$ cat config.mk
export PLATFORM = sky130hd
export DESIGN_NAME = ppm_port_mux
export DESIGN_NICKNAME = d
export VERILOG_FILES = /design/src/verilog/ppm_pkg.sv /design/src/verilog/ppm_prio_sel.sv /design/src/verilog/ppm_port_mux.sv
export SDC_FILE = /design/constraint.sdc
export NUM_CORES = 1
export LEC_CHECK = 0
export ABC_AREA = 1
export BUFFER_PORTS_ARGS = -buffer_cell sky130_fd_sc_hd__buf_2
export CORE_UTILIZATION = 43
export CTS_BUF_LIST = sky130_fd_sc_hd__clkbuf_8
export DETAILED_ROUTE_END_ITERATION = 12
export PLACE_DENSITY = 0.71
export SKIP_CTS_REPAIR_TIMING = 1
export SLEW_MARGIN = 20
export SYNTH_ARGS = -nofsm -noshare
export SYNTH_HDL_FRONTEND = slang
export SYNTH_SLANG_ARGS = --single-unit
$ cat constraint.sdc
create_clock -name pclk -period 3.9 [get_ports pclk]
set_input_delay 0.585 -clock pclk [delete_from_list [all_inputs] [get_ports pclk]]
set_output_delay 0.585 -clock pclk [all_outputs]
set_load 0.03 [all_outputs]
$ cat src/verilog/ppm_pkg.sv
`default_nettype none
package ppm_pkg;
  localparam int unsigned PPM_PINS = 8;
  localparam int unsigned PPM_FN   = 3;
  localparam int unsigned ADDR_W   = 12;
  localparam int unsigned IOC_LSB  = 4;
  localparam logic [11:0] ADDR_B_DATA = 12'h000;
  localparam logic [11:0] ADDR_B_LAT  = 12'h004;
  localparam logic [11:0] ADDR_B_DIR  = 12'h008;
  localparam logic [11:0] ADDR_B_ANA  = 12'h00c;
  localparam logic [11:0] ADDR_B_WPU  = 12'h010;
  localparam logic [11:0] ADDR_B_IOC  = 12'h014;
  localparam logic [11:0] ADDR_A_DATA = 12'h018;
  localparam logic [11:0] ADDR_A_LAT  = 12'h01c;
  localparam logic [11:0] ADDR_A_DIR  = 12'h020;
  localparam logic [11:0] ADDR_A_ANA  = 12'h024;
  localparam logic [7:0]  RST_LAT     = 8'h00;
  localparam logic [7:0]  RST_DIR     = 8'hff;
  localparam logic [7:0]  RST_B_ANA   = 8'h3f;
  localparam logic [7:0]  RST_B_DIGI  = 8'h00;
  localparam logic [7:0]  RST_A_ANA   = 8'h2f;
  localparam logic [7:0]  RST_WPU     = 8'h00;
  localparam logic [3:0]  RST_IOC     = 4'h0;
  localparam logic [2:0]  FN_NONE     = 3'h0;
  localparam logic [31:0] RD_ZERO     = 32'h0000_0000;
  typedef enum logic [2:0] {
    BOOT_WAIT = 3'b001,
    BOOT_SYNC = 3'b010,
    BOOT_DONE = 3'b100
  } ppm_boot_t;
endpackage : ppm_pkg
`default_nettype wire

$ cat src/verilog/ppm_prio_sel.sv
`default_nettype none
module ppm_prio_sel
  import ppm_pkg::*;
#(
  parameter int unsigned N = PPM_FN
)
(
  // Functions, index 0 ranks highest
  input  wire logic [N-1:0] fn_en,
  input  wire logic [N-1:0] fn_dat,
  // Port latch fallback
  input  wire logic         latch_val,
  input  wire logic         dir_in,
  // Pad drive
  output logic              drv,
  output logic              oe
);
  always_comb
  begin
    drv = latch_val;
    oe  = ~dir_in;
    for (int i = N - 1; i >= 0; i--)
    begin
      if (fn_en[i])
      begin
        drv = fn_dat[i];
        oe  = 1'b1;
      end
    end
  end
endmodule : ppm_prio_sel
`default_nettype wire

$ cat src/verilog/ppm_port_mux.sv
`default_nettype none
module ppm_port_mux
  import ppm_pkg::*;
(
  // Clock and reset
  input  wire logic        pclk,
  input  wire logic        presetn,
  // APB slave
  input  wire logic        psel,
  input  wire logic        penable,
  input  wire logic        pwrite,
  input  wire logic [11:0] paddr,
  input  wire logic [31:0] pwdata,
  input  wire logic [3:0]  pstrb,
  output logic             pready,
  output logic [31:0]      prdata,
  output logic             pslverr,
  // Port A pads
  input  wire logic [7:0]  pad_a_in,
  output logic [7:0]       pad_a_out,
  output logic [7:0]       pad_a_oe,
  // Port B pads
  input  wire logic [7:0]  pad_b_in,
  output logic [7:0]       pad_b_out,
  output logic [7:0]       pad_b_oe,
  // Power-on strap, digital default for port B
  input  wire logic        port_b_analog_default,
  // Port A peripheral outputs
  input  wire logic        set_reset_latch_true_out_en,
  input  wire logic        set_reset_latch_true_out,
  input  wire logic        set_reset_latch_inverted_out_en,
  input  wire logic        set_reset_latch_inverted_out,
  input  wire logic        comparator_one_output_en,
  input  wire logic        comparator_one_output,
  input  wire logic        comparator_two_output_en,
  input  wire logic        comparator_two_output,
  input  wire logic        capture_compare_unit_five_en,
  input  wire logic        capture_compare_unit_five,
  input  wire logic        oscillator_output_en,
  input  wire logic        oscillator_output,
  input  wire logic        instruction_clock_out_en,
  input  wire logic        instruction_clock_out,
  // Port B peripheral outputs
  input  wire logic        capture_compare_unit_four_en,
  input  wire logic        capture_compare_unit_four,
  input  wire logic        second_i2c_clock_en,
  input  wire logic        second_i2c_clock,
  input  wire logic        second_spi_clock_en,
  input  wire logic        second_spi_clock,
  input  wire logic        pwm_one_output_c_en,
  input  wire logic        pwm_one_output_c,
  input  wire logic        second_i2c_data_en,
  input  wire logic        second_i2c_data,
  input  wire logic        pwm_one_output_b_en,
  input  wire logic        pwm_one_output_b,
  input  wire logic        second_spi_data_out_en,
  input  wire logic        second_spi_data_out,
  input  wire logic        capture_compare_unit_two_en,
  input  wire logic        capture_compare_unit_two,
  input  wire logic        pwm_two_output_a_en,
  input  wire logic        pwm_two_output_a,
  input  wire logic        pwm_one_output_d_en,
  input  wire logic        pwm_one_output_d,
  input  wire logic        capture_compare_unit_three_en,
  input  wire logic        capture_compare_unit_three,
  input  wire logic        pwm_three_output_a_en,
  input  wire logic        pwm_three_output_a,
  input  wire logic        pwm_two_output_b_en,
  input  wire logic        pwm_two_output_b,
  input  wire logic        programming_clock_en,
  input  wire logic        programming_clock,
  input  wire logic        second_serial_tx_or_clock_en,
  input  wire logic        second_serial_tx_or_clock,
  input  wire logic        programming_data_en,
  input  wire logic        programming_data,
  input  wire logic        second_serial_rx_or_data_en,
  input  wire logic        second_serial_rx_or_data,
  // Pad control and input paths
  output logic [7:0]       analog_in_en_a,
  output logic [7:0]       analog_in_en_b,
  output logic [7:0]       digital_in_a,
  output logic [7:0]       digital_in_b,
  output logic [7:0]       pullup_en_b,
  output logic [3:0]       ioc_enable_b
);
  logic [7:0]      a_lat;
  logic [7:0]      a_dir;
  logic [7:0]      a_ana;
  logic [7:0]      port_b_output_latch;
  logic [7:0]      port_b_direction;
  logic [7:0]      b_ana;
  logic [7:0]      b_wpu;
  logic [3:0]      b_ioc;
  logic [7:0]      a_s1;
  logic [7:0]      a_s2;
  logic [7:0]      b_s1;
  logic [7:0]      b_s2;
  logic            strap_s1;
  logic            strap_s2;
  ppm_boot_t       boot_st;
  ppm_boot_t       next_boot_st;
  logic [2:0]      fn_en  [16];
  logic [2:0]      fn_dat [16];
  logic [15:0]     mux_drv;
  logic [15:0]     mux_oe;
  logic [15:0]     all_lat;
  logic [15:0]     all_dir;
  logic            wr;
  logic            rd_setup;
  logic [31:0]     next_prdata;
  logic            next_pslverr;

  assign wr       = psel && penable && pwrite && pstrb[0];
  assign rd_setup = psel && !penable;
  // Zero wait states; data was registered in the setup cycle
  assign pready   = 1'b1;

  // Pads are asynchronous to pclk
  always_ff @(posedge pclk or negedge presetn)
  begin
    if (!presetn)
    begin
      a_s1     <= RST_LAT;
      a_s2     <= RST_LAT;
      b_s1     <= RST_LAT;
      b_s2     <= RST_LAT;
    end
    else
    begin
      a_s1     <= pad_a_in;
      a_s2     <= a_s1;
      b_s1     <= pad_b_in;
      b_s2     <= b_s1;
    end
  end

  // No reset here, so a settled strap level is waiting when reset lifts
  always_ff @(posedge pclk)
  begin
    strap_s1 <= port_b_analog_default;
    strap_s2 <= strap_s1;
  end

  // Strap is caught once the synchroniser holds a real sample
  always_comb
  begin
    case (boot_st)
      BOOT_WAIT: next_boot_st = BOOT_SYNC;
      BOOT_SYNC: next_boot_st = BOOT_DONE;
      BOOT_DONE: next_boot_st = BOOT_DONE;
      default:   next_boot_st = BOOT_WAIT;
    endcase
  end

  always_ff @(posedge pclk or negedge presetn)
  begin
    if (!presetn)
      boot_st <= BOOT_WAIT;
    else
      boot_st <= next_boot_st;
  end

  always_ff @(posedge pclk or negedge presetn)
  begin
    if (!presetn)
      b_ana <= RST_B_ANA;
    else if (boot_st == BOOT_SYNC && strap_s2)
      b_ana <= RST_B_DIGI;
    else if (wr && paddr == ADDR_B_ANA)
      b_ana <= pwdata[7:0];
  end

  // Port B registers
  always_ff @(posedge pclk or negedge presetn)
  begin
    if (!presetn)
    begin
      port_b_output_latch <= RST_LAT;
      port_b_direction    <= RST_DIR;
      b_wpu               <= RST_WPU;
      b_ioc               <= RST_IOC;
    end
    else if (wr)
    begin
      case (paddr)
        ADDR_B_DATA: port_b_output_latch <= pwdata[7:0];
        ADDR_B_LAT:  port_b_output_latch <= pwdata[7:0];
        ADDR_B_DIR:  port_b_direction    <= pwdata[7:0];
        ADDR_B_WPU:  b_wpu               <= pwdata[7:0];
        ADDR_B_IOC:  b_ioc               <= pwdata[7:IOC_LSB];
        default:     ;
      endcase
    end
  end

  // Port A registers
  always_ff @(posedge pclk or negedge presetn)
  begin
    if (!presetn)
    begin
      a_lat <= RST_LAT;
      a_dir <= RST_DIR;
      a_ana <= RST_A_ANA;
    end
    else if (wr)
    begin
      case (paddr)
        ADDR_A_DATA: a_lat <= pwdata[7:0];
        ADDR_A_LAT:  a_lat <= pwdata[7:0];
        ADDR_A_DIR:  a_dir <= pwdata[7:0];
        ADDR_A_ANA:  a_ana <= pwdata[7:0];
        default:     ;
      endcase
    end
  end

  // Read mux; unmapped addresses answer with an error
  always_comb
  begin
    next_prdata  = RD_ZERO;
    next_pslverr = 1'b0;
    case (paddr)
      ADDR_B_DATA: next_prdata[7:0] = digital_in_b;
      ADDR_B_LAT:  next_prdata[7:0] = port_b_output_latch;
      ADDR_B_DIR:  next_prdata[7:0] = port_b_direction;
      ADDR_B_ANA:  next_prdata[7:0] = b_ana;
      ADDR_B_WPU:  next_prdata[7:0] = b_wpu;
      ADDR_B_IOC:  next_prdata[7:IOC_LSB] = b_ioc;
      ADDR_A_DATA: next_prdata[7:0] = digital_in_a;
      ADDR_A_LAT:  next_prdata[7:0] = a_lat;
      ADDR_A_DIR:  next_prdata[7:0] = a_dir;
      ADDR_A_ANA:  next_prdata[7:0] = a_ana;
      default:     next_pslverr = 1'b1;
    endcase
  end

  always_ff @(posedge pclk or negedge presetn)
  begin
    if (!presetn)
    begin
      prdata  <= RD_ZERO;
      pslverr <= 1'b0;
    end
    else if (rd_setup)
    begin
      prdata  <= pwrite ? RD_ZERO : next_prdata;
      pslverr <= next_pslverr;
    end
  end

  // Input paths and pad controls
  assign digital_in_a   = a_s2 & ~a_ana;
  assign digital_in_b   = b_s2 & ~b_ana;
  assign analog_in_en_a = a_ana;
  assign analog_in_en_b = b_ana;
  assign ioc_enable_b   = b_ioc;

  always_ff @(posedge pclk or negedge presetn)
  begin
    if (!presetn)
      pullup_en_b <= RST_WPU;
    else
      pullup_en_b <= b_wpu & port_b_direction;
  end

  // Function lists per pin, highest rank in bit 0; analog mode does not gate them
  always_comb
  begin
    for (int p = 0; p < 16; p++)
    begin
      fn_en[p]  = FN_NONE;
      fn_dat[p] = FN_NONE;
    end
    fn_en[4]   = {capture_compare_unit_five_en, comparator_one_output_en,
                  set_reset_latch_true_out_en};
    fn_dat[4]  = {capture_compare_unit_five, comparator_one_output,
                  set_reset_latch_true_out};
    fn_en[5]   = {1'b0, comparator_two_output_en, set_reset_latch_inverted_out_en};
    fn_dat[5]  = {1'b0, comparator_two_output, set_reset_latch_inverted_out};
    fn_en[6]   = {1'b0, instruction_clock_out_en, oscillator_output_en};
    fn_dat[6]  = {1'b0, instruction_clock_out, oscillator_output};
    fn_en[8]   = {2'b00, capture_compare_unit_four_en};
    fn_dat[8]  = {2'b00, capture_compare_unit_four};
    fn_en[9]   = {pwm_one_output_c_en, second_spi_clock_en, second_i2c_clock_en};
    fn_dat[9]  = {pwm_one_output_c, second_spi_clock, second_i2c_clock};
    fn_en[10]  = {1'b0, pwm_one_output_b_en, second_i2c_data_en};
    fn_dat[10] = {1'b0, pwm_one_output_b, second_i2c_data};
    fn_en[11]  = {pwm_two_output_a_en, capture_compare_unit_two_en,
                  second_spi_data_out_en};
    fn_dat[11] = {pwm_two_output_a, capture_compare_unit_two, second_spi_data_out};
    fn_en[12]  = {2'b00, pwm_one_output_d_en};
    fn_dat[12] = {2'b00, pwm_one_output_d};
    fn_en[13]  = {pwm_two_output_b_en, pwm_three_output_a_en,
                  capture_compare_unit_three_en};
    fn_dat[13] = {pwm_two_output_b, pwm_three_output_a, capture_compare_unit_three};
    fn_en[14]  = {1'b0, second_serial_tx_or_clock_en, programming_clock_en};
    fn_dat[14] = {1'b0, second_serial_tx_or_clock, programming_clock};
    fn_en[15]  = {1'b0, second_serial_rx_or_data_en, programming_data_en};
    fn_dat[15] = {1'b0, second_serial_rx_or_data, programming_data};
  end

  assign all_lat = {port_b_output_latch, a_lat};
  assign all_dir = {port_b_direction, a_dir};

  for (genvar g = 0; g < 16; g++)
  begin : g_pin
    ppm_prio_sel #(.N(PPM_FN)) u_sel (
      .fn_en     (fn_en[g]),
      .fn_dat    (fn_dat[g]),
      .latch_val (all_lat[g]),
      .dir_in    (all_dir[g]),
      .drv       (mux_drv[g]),
      .oe        (mux_oe[g])
    );
  end

  // Registered pad drive costs one cycle but keeps pads glitch free
  always_ff @(posedge pclk or negedge presetn)
  begin
    if (!presetn)
    begin
      pad_a_out <= RST_LAT;
      pad_a_oe  <= RST_LAT;
      pad_b_out <= RST_LAT;
      pad_b_oe  <= RST_LAT;
    end
    else
    begin
      pad_a_out <= mux_drv[7:0];
      pad_a_oe  <= mux_oe[7:0];
      pad_b_out <= mux_drv[15:8];
      pad_b_oe  <= mux_oe[15:8];
    end
  end
endmodule : ppm_port_mux
`default_nettype wire

==> run summary <==
Synth Register Bits: 146
HPWL Detailed: 11.9 mm
# H-tree levels: 4
Final Power: 2.96 mW
Via density: 4.84
Synth area leaders: dfrtp_1 (47%), dfstp_2 (12%), nand2_1 (11%)
Clk sink count: 146
Total GRT Usage: 0.232
Fin util: 0.540
Synth top area share: 0.468
Reg2reg setup slack: 2.23 ns
N_diodes: 0
Syn Area/Cell: 8.78 um2
Hold Slack: 0.226 ns
Distinct cells, synth: 27
Max clock buf depth: 2
Die Span X: 122 um
Placed cell areas: 7160 um2
DR vias: 5,241
First-pass GRT wire length: 25.4 mm
Final Hold Fails: 0
Setup tns final: 0 ns
Final setup vio count: 0
Seq/Total Area, Yosys: 0.593
Hold_sp: pad_a_in[2]
Slowest CP cell: nand3_1
Number of global-route vias before repair: 4,938
Tightest Hold Check Type: in2reg
Setup crit start kind: input port
Post-Synthesis Cells: 707
Fin crit share: 0.636
Total grt overflow: 0
Max-Cap Viols: 0
Status: finished clean
Reg2Reg Launch Point: boot_st[0]
Leak Pwr: 3.98 nW
PortBufs: 175
Starting density of the core: 0.444
Nets: 1,007
Setup WS post-layout: 1.42 ns
Area Growth Syn to Fin: 21.6%
CP max FO: 16
Most frequent cells after synthesis: nand2_1 (183), dfrtp_1 (116), inv_1 (82)
Worst Skew: 0.0128 ns
Crit-path cells: buf_2, nor2_1, nand3_1, nor2_1, nand3_1, o21ai_0
CP endpoint kind: register
Worst path max stage delay: 0.72 ns
WHS Path Cells: 1
Fin. max-slew vios: 0
Critical Path RT: 4.26 ns
Asr flop ratio synth: 0.986
Cells on worst reg2reg path: 4
Share of layout cells above drive strength 1: 0.279
Unrepaired setup endpoints after global routing: no
Crit path time final: 2.48 ns
Clock root buffer: clkbuf_8
YS warnings: 0
Vert. Die Dim: 122 um
Largest net degree at the start of global routing: 106
Min-Delay Endpoint: a_s1[2]
Worst r2r dst: analog_in_en_b[7]
CTS Buf Count: 17
Drt drc: 0
Most frequent cell after synthesis: nand2_1
Std-Cell Rows: 43
ANT nets after route: 0
Mapped Area: 6210 um2
CTS tree: done
Fillers: 1,296
Worst slew margin: 0.376
Pre-CTS setup slack: 1.06 ns
# IOs: 228
Ys flop type: dfrtp_1
Pwr/cell area: 392 nW/um2
Initial antenna violation count: 0
Skew-Pair Late Insertion Delay: 0.46 ns
Kind of critical path: in2reg
DIE AREA: 14,900 um2
Max rail drop VDD: 0.255 mV
CP Data Arrival Time: 2.84 ns
Worst path buffer plus inverter count: 1
CP delay by family, top: simple AND/OR/NAND/NOR gates
Actual slew at the worst max-slew pin: 0.937 ns
Core box area: 14,000 um2
Final GP Congestion: 0.883
Initial DRC count: 327
Final non-filler cell area: 7550 um2
Number of enable flip-flop cells after synthesis: 0
Non-filler cells, final: 1,082
Fmax: 403 MHz
Initial DRT Pass Iterations: 5
Placed instance count: 1,050
Area leader, netlist: dfrtp_1
Routed wire length: 16.3 mm
Wire per inst: 15.1 um
Clock transition at path regs: 0.09 ns
[per-layer routing]
layer,part of all wire,up-vias,track usage
li1,-,2545,-
met1,0.42,2462,0.303
met2,0.49,209,0.378
met3,0.068,25,0.0510
met4,0.021,0,0.0838
met5,0,-,0
[cells by family (layout without fill, tap and decap cells)]
group / after synthesis / count (layout) / share of synthesized area
AOI/OAI and AO/OA: 86 / 86 / 0.0710
xor gates and xnor gates: 1 / 1 / 0.00141
buffers and inverters: 123 / 295 / 0.0939
DFF: 146 / 146 / 0.593
other: 2 / 25 / 0.00121
and+or+nand+nor: 349 / 349 / 0.240
[cell type report]
| type | count | area (um2) | area share |
|---|---|---|---|
| flip-flops and latches | 146 | 3680 | 0.487 |
| multi-input cells | 461 | 2030 | 0.269 |
| repair buffers | 179 | 912 | 0.121 |
| inverters | 84 | 315 | 0.0418 |
| clock buffers | 18 | 248 | 0.0328 |
| well taps | 180 | 225 | 0.0298 |
| clock inverters | 14 | 139 | 0.0184 |
[power by group]
part	internal (mW)	total (mW)	switching [mW]
Clock	0.580	1.17	0.592
Sequential	1.54	1.55	0.00712
Combinational	0.0638	0.238	0.174
Total	2.19	2.96	0.774
[flip-flops by register name, summed over array words and instances (netlist names)]
name and flops:
analog_in_en_a 8, a_dir 8, pullup_en_b 8, prdata 8
a_lat 8, pad_b_oe 8, analog_in_en_b 8, ioc_enable_b 4
pad_b_out 8, b_s2 8, pslverr 1, pad_a_out 8
boot_st 3, strap_s1 1, b_wpu 8, a_s2 8
pad_a_oe 8, a_s1 8, port_b_direction 8, port_b_output_latch 8
b_s1 8, strap_s2 1
[worst max-delay path by stage]
stage	from	to	slack [ns]	cells after the start
finish	paddr[7]	a_lat[5]	1.42	6
detailed placement	paddr[7]	a_lat[5]	1.06	6
CTS	paddr[7]	a_lat[5]	1.55	6
floorplan	paddr[0]	b_wpu[6]	2.19	9
global route	paddr[7]	a_lat[0]	1.22	6
global placement	paddr[7]	a_lat[5]	1.17	6
[worst register-to-register path: stages (launching register included)]
cell and delay [ns]:
dfstp_2 0.53, inv_1 0.05, nand4_1 0.33, nand4_1 0.39
o21ai_0 0.29
[cell usage in the layout, fill, tap and decap left out, drive strengths merged]
master and instances:
xnor2 1, conb 25, clkinv 5, clkinvlp 5, o21ai 66, a21oi 19, bufinv 2, nor2 76
a211oi 1, nand3b 4, dfrtp 116, dfxtp 2, nor3 3, buf 179, nand4 4, dfstp 28
clkbuf 18, inv 86, nand3 75, nand2 187
(Power assumes the default switching activity.)
